`src/inc/fault_dgram_pkg.sv`:
```
// Constants and types for the fault report datagram handler
package fault_dgram_pkg;
  localparam logic [7:0] SUBF_PULSE_TEST     = 8'h10;
  localparam logic [7:0] SUBF_PULSE_DONE     = 8'h11;
  localparam logic [7:0] SUBF_CLEAR_CIRCUIT  = 8'h12;
  localparam logic [7:0] SUBF_CLEAR_ALL      = 8'h13;
  localparam logic [7:0] SUBF_REPORT_FAULT   = 8'h0f;
  localparam logic [7:0] SUBF_SWITCH_BUS     = 8'h1c;
  localparam logic [7:0] BUS_POS_A           = 8'h00;
  localparam logic [7:0] BUS_POS_B           = 8'h01;
  localparam logic [3:0] FAULT_TYPE_SCANNER  = 4'h3;
  localparam logic [1:0] CLASS_DISC_OUT      = 2'h0;
  localparam logic [1:0] CLASS_DISC_IN       = 2'h1;
  localparam logic [1:0] CLASS_ANA_OUT       = 2'h2;
  localparam logic [1:0] CLASS_ANA_IN        = 2'h3;
  localparam logic [5:0] DIAG_INDEX_MAX      = 6'h3f;
  localparam logic [3:0] FAULT_REC_ONE       = 4'h1;
  localparam logic [2:0] REPORT_LAST_BYTE    = 3'h6;
  localparam logic [2:0] CHIP_LAST_BYTE      = 3'h2;
  localparam int         NUM_CIRCUITS        = 6;
  localparam logic [2:0] ANA_FIRST_OUTPUT    = 3'h4;
  localparam logic [2:0] LAST_CIRCUIT        = 3'h5;
  // Device flavours, selected by a strap input
  localparam logic [1:0] FLAVOUR_CHIP        = 2'h0;
  localparam logic [1:0] FLAVOUR_SCANNER     = 2'h1;
  localparam logic [1:0] FLAVOUR_IFACE       = 2'h2;
  localparam logic [7:0] ZERO_BYTE           = 8'h00;
  localparam logic [2:0] PULSE_CYCLES        = 3'h4;

  typedef enum logic [4:0] {
    ST_IDLE  = 5'b00001,
    ST_PULSE = 5'b00010,
    ST_DONE  = 5'b00100,
    ST_REPORT= 5'b01000,
    ST_GAP   = 5'b10000
  } ctl_state_t;
endpackage

```
`src/logic/report_builder.sv`:
```
// Fault report payload byte selector for the three device flavours
`timescale 1ns/1ps
`default_nettype none
module report_builder
  import fault_dgram_pkg::*;
(
  input  wire logic [1:0]  flavour,
  input  wire logic [2:0]  byte_index,
  input  wire logic [1:0]  module_class,
  input  wire logic        long_fault,
  input  wire logic        suppress_alarm,
  input  wire logic [5:0]  diag_index,
  input  wire logic [15:0] ref_offset,
  input  wire logic [15:0] ctl_word,
  output logic      [7:0]  payload
);
  always_comb begin
    payload = ZERO_BYTE;
    if (flavour == FLAVOUR_CHIP) begin
      if (byte_index == 3'h1) begin
        payload = {2'h0, diag_index};
      end
    end else begin
      case (byte_index)
        3'h0: payload = {FAULT_TYPE_SCANNER, module_class,
                         long_fault, suppress_alarm & ~long_fault};
        3'h1: payload = (flavour == FLAVOUR_SCANNER) ?
                        {2'h0, diag_index} : ZERO_BYTE;
        3'h2: payload = {FAULT_REC_ONE, FAULT_REC_ONE};
        3'h3: payload = ref_offset[7:0];
        3'h4: payload = ref_offset[15:8];
        3'h5: payload = ctl_word[7:0];
        3'h6: payload = ctl_word[15:8];
        default: payload = ZERO_BYTE;
      endcase
    end
  end
endmodule
`default_nettype wire

```
`src/logic/circuit_faults.sv`:
```
// Per-circuit sticky fault flags with clear and re-report detection
`timescale 1ns/1ps
`default_nettype none
module circuit_faults
  import fault_dgram_pkg::*;
(
  input  wire logic                    clk_sys,
  input  wire logic                    rst_sync_n,
  input  wire logic [NUM_CIRCUITS-1:0] fault_cond,
  input  wire logic [NUM_CIRCUITS-1:0] clear_mask,
  input  wire logic                    test_strobe,
  output logic      [NUM_CIRCUITS-1:0] latched,
  output logic      [NUM_CIRCUITS-1:0] new_fault
);
  genvar i;
  generate
    for (i = 0; i < NUM_CIRCUITS; i++) begin : g_circ
      // A fault that is still present while cleared sets again: set wins
      always_ff @(posedge clk_sys or negedge rst_sync_n) begin
        if (!rst_sync_n) begin
          latched[i] <= 1'b0;
        end else if (fault_cond[i]) begin
          latched[i] <= 1'b1;
        end else if (clear_mask[i]) begin
          latched[i] <= 1'b0;
        end
      end
      // Pulse test samples the condition too, so its faults report normally
      assign new_fault[i] = fault_cond[i] & (~latched[i] | clear_mask[i]
                                             | test_strobe);
    end
  endgenerate
endmodule
`default_nettype wire

```
`src/logic/fault_report_datagram_handler.sv`:
```
// Datagram handler: pulse test, fault clears, bus switch, fault reports
`timescale 1ns/1ps
`default_nettype none
// Summary of operation
// Chip device byte 1 is diag byte index
// Seven byte report, type 0011, class field
// Byte 0 carries long flag and suppress bit
// Scanner byte 1 is diag table index
// Byte 2 record number and count are one
// Scanner bytes 3-4 hold internal offset
// Interface unit byte 1 zero, slot reference
// Foreign hosts ignore bytes 5 and 6
// Subfunction 10h pulses outputs unless overridden
// Test faults reported; release power diagnostics
// Send 11h to initiator after test
// 12h clears named circuit; persistent re-reports
// Analog block: 0-3 inputs, 4-5 outputs
// 13h clears all, retries memory write
// 1Ch selects bus A or B, else ignored
// Ignore switch while monitor forces position
// Controllers report loss and addition of block
// Read request address LSB first, length 128
// Legacy target top address byte is 80
// Memory read: type, zero, offset minus one
// Program register read: type 4, name, length
// Local register read: type 0, two names
// Unknown subfunctions are silently discarded
module fault_report_datagram_handler
  import fault_dgram_pkg::*;
(
  input  wire logic                    clk_sys,
  input  wire logic                    rstn,
  input  wire logic [1:0]              flavour,
  input  wire logic                    rx_valid,
  input  wire logic [7:0]              rx_subfunc,
  input  wire logic [7:0]              rx_data0,
  input  wire logic [7:0]              rx_source,
  input  wire logic                    pulse_override,
  input  wire logic                    isolated_block,
  input  wire logic                    monitor_forced,
  input  wire logic [NUM_CIRCUITS-1:0] fault_cond,
  input  wire logic [1:0]              module_class,
  input  wire logic                    long_fault,
  input  wire logic                    suppress_alarm,
  input  wire logic [5:0]              diag_index,
  input  wire logic [15:0]             ref_offset,
  input  wire logic [15:0]             ctl_word,
  input  wire logic                    nvm_fault,
  input  wire logic                    nvm_write_ok,
  input  wire logic                    tx_ready,
  output logic                         tx_valid,
  output logic      [7:0]              tx_subfunc,
  output logic      [7:0]              tx_dest,
  output logic      [2:0]              tx_index,
  output logic      [7:0]              tx_byte,
  output logic                         tx_last,
  output logic      [NUM_CIRCUITS-1:0] pulse_drive,
  output logic                         power_diag_release,
  output logic                         nvm_rewrite,
  output logic                         bus_select_b,
  output logic      [NUM_CIRCUITS-1:0] fault_latched
);
  logic                    rst_meta;
  logic                    rst_sync_n;
  ctl_state_t              state;
  logic [2:0]              pulse_cnt;
  logic [7:0]              initiator;
  logic [NUM_CIRCUITS-1:0] clear_mask;
  logic [NUM_CIRCUITS-1:0] new_fault;
  logic [NUM_CIRCUITS-1:0] pending;
  logic                    nvm_pending;
  logic                    nvm_report;
  logic [7:0]              payload;
  logic [2:0]              last_byte;
  logic                    is_pulse;
  logic                    is_clear;
  logic                    is_clear_all;
  logic                    is_switch;
  logic                    test_strobe;

  always_ff @(posedge clk_sys or negedge rstn) begin
    if (!rstn) begin
      rst_meta   <= 1'b0;
      rst_sync_n <= 1'b0;
    end else begin
      rst_meta   <= 1'b1;
      rst_sync_n <= rst_meta;
    end
  end

  // Decode; anything else falls through untouched
  assign is_pulse     = rx_valid && rx_subfunc == SUBF_PULSE_TEST;
  assign is_clear     = rx_valid && rx_subfunc == SUBF_CLEAR_CIRCUIT;
  assign is_clear_all = rx_valid && rx_subfunc == SUBF_CLEAR_ALL;
  assign is_switch    = rx_valid && rx_subfunc == SUBF_SWITCH_BUS;
  assign test_strobe  = state == ST_PULSE && pulse_cnt == PULSE_CYCLES;
  assign last_byte    = (flavour == FLAVOUR_CHIP) ? CHIP_LAST_BYTE : REPORT_LAST_BYTE;

  // Circuit 0-3 are analog inputs, 4-5 outputs; out of range clears nothing
  always_comb begin
    clear_mask = '0;
    if (is_clear_all) begin
      clear_mask = '1;
    end else if (is_clear && rx_data0 <= {5'h0, LAST_CIRCUIT}) begin
      clear_mask[rx_data0[2:0]] = 1'b1;
    end
  end

  circuit_faults u_faults (
    .clk_sys     (clk_sys),
    .rst_sync_n  (rst_sync_n),
    .fault_cond  (fault_cond),
    .clear_mask  (clear_mask),
    .test_strobe (test_strobe),
    .latched     (fault_latched),
    .new_fault   (new_fault)
  );

  report_builder u_build (
    .flavour        (flavour),
    .byte_index     (tx_index),
    .module_class   (module_class),
    .long_fault     (long_fault),
    .suppress_alarm (suppress_alarm),
    .diag_index     (diag_index),
    .ref_offset     (ref_offset),
    .ctl_word       (ctl_word),
    .payload        (payload)
  );

  // Pending reports: new events set, a sent report clears the lowest
  always_ff @(posedge clk_sys or negedge rst_sync_n) begin
    if (!rst_sync_n) begin
      pending <= '0;
    end else begin
      pending <= (pending & ~((state == ST_REPORT && tx_ready && tx_last && !nvm_report)
                 ? (pending & (~pending + 1'b1)) : '0)) | new_fault;
    end
  end

  // Memory fault retry on clear-all; failure regenerates its report
  always_ff @(posedge clk_sys or negedge rst_sync_n) begin
    if (!rst_sync_n) begin
      nvm_rewrite <= 1'b0;
      nvm_pending <= 1'b0;
    end else begin
      nvm_rewrite <= is_clear_all && nvm_fault;
      if (nvm_rewrite && !nvm_write_ok) begin
        nvm_pending <= 1'b1;
      end else if (state == ST_REPORT && tx_ready && tx_last && nvm_report) begin
        nvm_pending <= 1'b0;
      end
    end
  end

  // Bus selection
  always_ff @(posedge clk_sys or negedge rst_sync_n) begin
    if (!rst_sync_n) begin
      bus_select_b <= 1'b0;
    end else if (is_switch && !monitor_forced) begin
      if (rx_data0 == BUS_POS_A) begin
        bus_select_b <= 1'b0;
      end else if (rx_data0 == BUS_POS_B) begin
        bus_select_b <= 1'b1;
      end
    end
  end

  // Sequencer for pulse test and outgoing datagrams
  always_ff @(posedge clk_sys or negedge rst_sync_n) begin
    if (!rst_sync_n) begin
      state              <= ST_IDLE;
      pulse_cnt          <= '0;
      initiator          <= ZERO_BYTE;
      pulse_drive        <= '0;
      power_diag_release <= 1'b0;
      tx_valid           <= 1'b0;
      tx_subfunc         <= ZERO_BYTE;
      tx_dest            <= ZERO_BYTE;
      tx_index           <= '0;
      tx_last            <= 1'b0;
      nvm_report         <= 1'b0;
    end else begin
      power_diag_release <= 1'b0;
      case (state)
        ST_IDLE: begin
          if (is_pulse && !pulse_override) begin
            state              <= ST_PULSE;
            initiator          <= rx_source;
            pulse_cnt          <= '0;
            pulse_drive        <= '1;
            power_diag_release <= isolated_block;
          end else if (pending != '0 || nvm_pending) begin
            state      <= ST_REPORT;
            nvm_report <= (pending == '0);
            tx_valid   <= 1'b1;
            tx_subfunc <= SUBF_REPORT_FAULT;
            tx_dest    <= ZERO_BYTE;
            tx_index   <= '0;
            tx_last    <= 1'b0;
          end
        end
        ST_PULSE: begin
          pulse_cnt <= pulse_cnt + 3'h1;
          if (test_strobe) begin
            pulse_drive <= '0;
            state       <= ST_DONE;
            tx_valid    <= 1'b1;
            tx_subfunc  <= SUBF_PULSE_DONE;
            tx_dest     <= initiator;
            tx_index    <= '0;
            tx_last     <= 1'b1;
          end
        end
        ST_DONE: begin
          if (tx_ready) begin
            tx_valid <= 1'b0;
            tx_last  <= 1'b0;
            state    <= ST_GAP;
          end
        end
        ST_REPORT: begin
          if (tx_ready) begin
            if (tx_last) begin
              tx_valid <= 1'b0;
              tx_last  <= 1'b0;
              state    <= ST_GAP;
            end else begin
              tx_index <= tx_index + 3'h1;
              tx_last  <= (tx_index + 3'h1) == last_byte;
            end
          end
        end
        ST_GAP: begin
          state <= ST_IDLE;
        end
        default: state <= ST_IDLE;
      endcase
    end
  end

  // Payload registered so the output comes from a flip-flop
  always_ff @(posedge clk_sys or negedge rst_sync_n) begin
    if (!rst_sync_n) begin
      tx_byte <= ZERO_BYTE;
    end else begin
      tx_byte <= payload;
    end
  end
endmodule
`default_nettype wire

```
`config.mk`:
```
export PLATFORM = sky130hd
export DESIGN_NAME = fault_report_datagram_handler
export DESIGN_NICKNAME = d
export VERILOG_FILES = /design/src/inc/fault_dgram_pkg.sv /design/src/logic/report_builder.sv /design/src/logic/circuit_faults.sv /design/src/logic/fault_report_datagram_handler.sv
export SDC_FILE = /design/constraint.sdc
export NUM_CORES = 1
export LEC_CHECK = 0
export BUFFER_PORTS_ARGS = -buffer_cell sky130_fd_sc_hd__buf_2
export CORE_UTILIZATION = 43
export CTS_CLUSTER_DIAMETER = 200
export DETAILED_ROUTE_END_ITERATION = 12
export GPL_TIMING_DRIVEN = 0
export PLACE_DENSITY_LB_ADDON = 0.08
export SLEW_MARGIN = 25
export SYNTH_ARGS = -nofsm -noshare
export SYNTH_HDL_FRONTEND = slang
export SYNTH_HIERARCHICAL = 1
export SYNTH_SLANG_ARGS = --single-unit
```
`constraint.sdc`:
```
create_clock -name clk_sys -period 2.15 [get_ports clk_sys]
set_input_delay 0.215 -clock clk_sys [delete_from_list [all_inputs] [get_ports clk_sys]]
set_output_delay 0.215 -clock clk_sys [all_outputs]
set_load 0.02 [all_outputs]
```
# After elaboration in Yosys (flattened, before gate mapping)
# Cells that the tools add are included.
[word_totals] wordCells=201 out_inout_bits=44 reg_bits=70
[classes] add_sub_neg=3 reduce_logical=46 muxes=66 order_cmp=3 bitwise=32 n_eq_ne=27
[op_table] cell="$mux 8" count=7
[op_table] cell="$pmux 8 s7" count=1
[op_table] cell="$mux 6" count=7
[op_table] cell="$eq 8x5->1 const B" count=4
[op_table] cell="$pmux 8 s2" count=2
[op_table] cell="$mux 5" count=6
[op_table] cell="$mux 1" count=29
[op_table] cell="$mux 3" count=7
[op_table] cell="$pmux 5 s4" count=1
[op_table] cell="$reduce_bool 2->1" count=9
[op_table] cell="$logic_and 1x1->1" count=15
[op_table] cell="$ne 2x2->1 const B" count=7
[op_table] cell="$and 6x6->6" count=2
[op_table] cell="$eq 3x3->1 const B" count=4
[op_table] cell="$not 6->6" count=2
[op_table] cell="$or 1x1->1" count=12
[op_table] cell="$pmux 6 s2" count=1
[op_table] cell="$reduce_and 6->1" count=2
[op_table] cell="$pmux 3 s3" count=1
[op_table] cell="$eq 8x1->1 const B" count=1
[op_table] cell="$le 8x3->1 const B" count=1
[op_table] cell="$logic_not 8->1" count=1
[op_table] cell="$not 1->1" count=8
[op_table] cell="$pmux 1 s4" count=2
[op_table] cell="other kinds (31)" count=45

# Longest topological paths before layout
[logic_depth] word_depth=10 ltp_mapped=10 depth_no_buf=9

# Modules after synthesis
# The synthesis kept the hierarchy.
[modules_own_cells] mod="fault_report_datagram_handler" seq_area_each_um2=1352.5 cells_each=225 area_each_um2=2432.3 n_inst=1
[modules_own_cells] mod="report_builder" seq_area_each_um2=0.0 cells_each=59 area_each_um2=429.2 n_inst=1
[modules_own_cells] mod="circuit_faults" seq_area_each_um2=150.1 cells_each=24 area_each_um2=315.3 n_inst=1

# Worst setup path after synthesis
# OpenSTA, ideal clock, no wires.
[synth_timing] kind="flip-flop to flip-flop" startpoint="register state[2]" endpoint="register pending[5]" path_buffers=2 synth_period_minus_slack_ps=2137 stages_incl_launch_ff=9 arrival_time_ps=2073 path_slack_ps=13 t_required_ps=2085 setup_time_ps=65 cell_sequence="dfrtp_1 -> clkbuf_1 -> or4b_1 -> nor2_1 -> and3_1 -> buf_2 -> o21a_1 -> or2_2 -> o22a_1"
[synth_rtl] element="start, declared" line_no="fault_report_datagram_handler.sv:65" source="ctl_state_t state;"
[synth_rtl] element="start signal, assigned" line_no="fault_report_datagram_handler.sv:172" source="state <= ST_IDLE;"
[synth_rtl] element="start signal, assigned" line_no="fault_report_datagram_handler.sv:188" source="state <= ST_PULSE;"
[synth_rtl] element="start signal, assigned" line_no="fault_report_datagram_handler.sv:194" source="state <= ST_REPORT;"
[synth_rtl] element="$eq 5x2->1" line_no="fault_report_datagram_handler.sv:96" source="assign test_strobe = state == ST_PULSE && pulse_cnt == PULSE_CYCLES;"
[synth_rtl] element="$logic_and 1x1->1" line_no="fault_report_datagram_handler.sv:96"
[synth_rtl] element="net test_strobe" line_no="fault_report_datagram_handler.sv:79" source="logic test_strobe;"
[synth_rtl] element="$or 1x1->1" line_no="circuit_faults.sv:30" source="| test_strobe);"
[synth_rtl] element="$and 1x1->1" line_no="circuit_faults.sv:29" source="assign new_fault[i] = fault_cond[i] & (~latched[i] | clear_mask[i]"
[synth_rtl] element="net new_fault[5]" line_no="fault_report_datagram_handler.sv:69" source="logic [NUM_CIRCUITS-1:0] new_fault;"
[synth_rtl] element="$or 6x6->6" line_no="fault_report_datagram_handler.sv:137" source="? (pending & (~pending + 1'b1)) : '0)) | new_fault;"
[synth_rtl] element="end signal, assigned" line_no="fault_report_datagram_handler.sv:136" source="pending <= (pending & ~((state == ST_REPORT && tx_ready && tx_last && !nvm_report)"
[synth_rtl] element="end, declared" line_no="fault_report_datagram_handler.sv:70" source="logic [NUM_CIRCUITS-1:0] pending;"
# The timed path passes the listed nets, and every way through them passes these cells.
# A chain may end at the register's enable or synchronous reset.

# Worst setup path after layout
[layout_timing] startpoint="register state[1]" endpoint="register pending[3]"
[layout_between] elab_chain_cells=8
[layout_lines] element="$eq 5x4->1" line_no="fault_report_datagram_handler.sv:136"
[layout_lines] element="$logic_and 1x1->1 (3 in series)" line_no="fault_report_datagram_handler.sv:136"
[layout_lines] element="$mux 6" line_no="fault_report_datagram_handler.sv:137"
[layout_lines] element="$not 6->6" line_no="fault_report_datagram_handler.sv:136"
[layout_lines] element="$and 6x6->6" line_no="fault_report_datagram_handler.sv:136"
[layout_lines] element="$or 6x6->6 *" line_no="fault_report_datagram_handler.sv:137"
# Mark *: on every way between the ends. The rest lies on a longest branch, timed or not.

==> results.md <==
* Vias in the first global route at ~2.6k
* Switching Fraction at 36.27%
* Final Util at 60.54%
* Drt pass-1 iters at 4
* DR WL/cell at ~14 um
* XOR/XNOR Fraction of Synth Area at 1.103%
* WP data arrival at ~2.3 ns
* Max incr delay on CP at 0.44 ns
* Pre-CTS WS at -0.3513 ns
* Overflow left after global routing at 0
* Worst-path clk slew at 0.07 ns
* Status: completed
* P_int at 2.291 mW
* Setup-failing EPs final at 0
* Register area share after synthesis at 47.30%
* Syn_area_per_cell at ~10 sq um
* Post-DP HPWL at 5636 um
* Routability cong. at between 0.8 and 0.9
* Area delta synth->final at 33.04%
* Io pins at 127
* DRC errors left at 0
* CP most frequent cell: or3_4
* Initial Utilization at a little under half
* Remaining antenna violation count after routing at 0
* Max VDD drop at 0.3871 mV
* EDFF count, synth at 0
* Nets at 533
* CP max-delay cell: or4_4
* Multi-input gate area in the final layout at 1575 sq um
* CTS root buf: clkbuf_8
* Diodes inserted at 0
* Mux contribution to synthesized area at under 10%
* Sequential power share at 39.8%
* Inserted Clock Buffers at 9
* Post-synth cell types at roughly 60
* Min Tclk post-route at between 2 and 2.5 ns
* MaxCap Viol Count at 0
* Max_slew headroom at 66.47%
* Die Span Y at 87.95 um
* YS warnings at 6
* CP top delay family: simple AND/OR/NAND/NOR gates
* Clock power share at 26.2%
* H-tree depth at 3
* Max FO, Critical Path at 3
* Post-synthesis compound-gate area fraction at between 15 and 20%
* First-pass GRT wire length at ~12000 um
* Worst Path Buf+Inv at 0
* Gr usage total at 20.97%
* Core footprint at 6982 sq um
* Simple-Gate Fraction of Synth Area at between 20% and 30%
* Initial drt markers at 75
* Largest family of logic cells by synthesized area: simple AND/OR/NAND/NOR gates
* Initial antenna violation count at 0
* Bufs on Longest Clock Path at 2
* Later-pin clock latency in the skew report at 0.34 ns
* Critical path class: reg -> reg
* Hold crit path type: in -> reg
* Flops & latches, synth at 60
* TritonCTS clock tree: yes
* RSZ-0062 raised after global routing: false
* Comb pwr share at between 30% and 40%
* I/O Buffers at between 100 and 150
* Final hold viol count at 0
* Setup ws final at 0.05877 ns
* Leakage power at between 2 and 2.5 nW
* Worst Path Required at 2.38 ns
* FFs w/ async S/R, synth at 100.0%
* Setup Skew at 0.01291 ns
* DR vias/cell at 5.064
* TritonCTS sink count at 60
* Startpoint Class: register
* PD cells at approximately 850 nW/um^2
* Fin. max-slew vios at 0
* Top FF cell, synth: dfrtp_1
* Routed wire length at 7554 um
* Synth Instances at 308
* FILL cells at ~650
* Largest net degree at the start of global routing at 35
* Die footprint at 7735 sq um
* Worst-margin pin slew at 0.4960 ns
* Max frequency at 478.2 MHz
* Tcrit/Tclk final at roughly 97%
* Cell row count at 30
* Register area at between 1500 and 2000 sq um
* Post-synthesis adder-cell area fraction at 1.575%
* Net Switching at 1.304 mW
* Via Count at 2770
* Crit path cell chain: or3_4, or4_4, or3_4, or2_1, a21o_1
* Die Wd at 87.95 um
* Worst Setup End Kind: register
* Post-Syn Area at 3177 sq um
* Share of cells above drive strength 1 at 45.23%
cells by family after synthesis:
family	Yosys count
buffers and inverters	31
flip-flops	60
other	2
adder cells (fa/ha/maj)	4
multiplexers	16
XOR/XNOR	4
AO/OA/AOI/OAI	79
AND/OR/NAND/NOR	112
stage by stage:
step                cells  setup TNS (ns)  hold WS (ns)  power [mW]  area, sq um
finish                547               0       0.04704       3.594         4227
global placement      528          -29.91   -0.00008207       2.623         3915
CTS                   547               0       0.04169       3.600         4195
global route          547               0       0.03473       3.841         4227
floorplan             310               0      -0.08059       2.265         3184
detailed placement    529          -3.459      0.001997       2.622         3939
cells in the mapped netlist, types with 3 or more instances:
cell	instances	share of area [%]
a21o_1	6	1.4
a21oi_1	18	2.8
a221o_1	3	0.95
a22o_1	14	3.9
a22oi_1	3	0.71
a31oi_1	3	0.59
and3_1	3	0.59
buf_2	6	0.95
buf_4	10	2.4
clkbuf_1	3	0.35
dfrtp_1	59	46
ha_1	4	1.6
inv_1	11	1.3
mux2_1	3	1.1
mux2_2	12	4.3
nand2_1	21	2.5
nand2b_1	12	2.4
nand2b_4	6	2.6
nand3_1	5	0.79
nand4_1	3	0.59
nor2_1	24	2.8
nor2b_1	5	0.98
nor3_1	5	0.79
nor4_1	5	0.98
o21a_1	7	1.7
o21ai_0	6	0.95
o21ai_1	3	0.47
o31ai_1	4	0.95
or3_1	3	0.59
xnor2_1	3	0.83
layout by cell type (no fill, tap or decap), types with 4 or more instances in the layout:
master and instances:
nor2b_1 5, nand3_1 4, o31ai_1 4, nand2_1 21
buf_4 13, dfrtp_1 55, o21a_1 7, conb_1 4
buf_2 126, nand2b_4 7, o21ai_0 6, mux2_2 12
nand2b_1 11, a22o_1 14, nor2_1 23, a21o_1 6
a21oi_1 17, inv_1 11, nor4_1 4, ha_1 4
clkbuf_8 10, nor3_1 5
sequential cells by signal, summed over array words and instances (netlist names), 5 cells and up:
| register | cells |
|---|---|
| tx_dest | 8 |
| u_faults/latched | 6 |
| initiator | 8 |
| state | 5 |
| tx_byte | 8 |
| pending | 6 |
final timing paths:
| kind | from | to | slack [ns] | cells after the start |
|---|---|---|---|---|
| max | state[1]$_DFFE_PN0P_ | pending[3]$_DFF_PN0_ | 0.06 | 5 |
| min | nvm_write_ok | nvm_pending$_DFFE_PN0P_ | 0.05 | 2 |
| max reg2reg | state[1]$_DFFE_PN0P_ | pending[3]$_DFF_PN0_ | 0.06 | 5 |
| min reg2reg | rst_sync_n$_DFF_PN0_ | bus_select_b$_DFFE_PN0P_ | 0.24 | 0 |
| max in group asynchronous | rst_sync_n$_DFF_PN0_ | pulse_cnt[0]$_DFFE_PN0P_ | 1.41 | 1 |
| min in group asynchronous | rstn | rst_sync_n$_DFF_PN0_ | 0.19 | 2 |
layout make-up:
cell class              count  area share [%]
flip-flops and latches     60           35.73
plain buffers              18           3.138
inverters                  11          0.9769
clock buffers              10           3.256
repair buffers            127           15.69
well taps                  96           2.842
multi-input cells         219           37.27
clock inverters             6           1.095
worst reg2reg max path, delay by kind of cell (launching register included):
kind / cells / cell delay (ns)
AO/OA/AOI/OAI: 1 / 0.17
flip-flops: 1 / 0.40
AND/OR/NAND/NOR: 4 / 1.41
timing repair:
item / CTS / global route
setup endpoints to repair: 19 / 15
hold buffers: 1 / 0
pin swaps: 2 / 1
gates resized for setup: 13 / 8
endpoints found under the hold margin: 2 / 0
setup buffers: 2 / 1
power groups by stage:
stage	registers [mW]	clock network [mW]	logic (mW)
2_1_floorplan	1.53	0	0.738
3_3_place_gp	1.45	0	1.17
3_5_place_dp	1.44	0	1.19
4_1_cts	1.42	0.967	1.21
5_1_grt	1.46	1.02	1.36
6_report	1.43	0.943	1.22
per-layer routing:
metal	GRT usage, %	vias to the layer above	part of all wire [%]
met3	4.147	13	4.8
li1	-	1382	-
met1	28.84	1279	46
met4	9.091	0	1.8
met2	32.21	96	47
met5	0	-	0
Power figures use the tool's default switching activity.
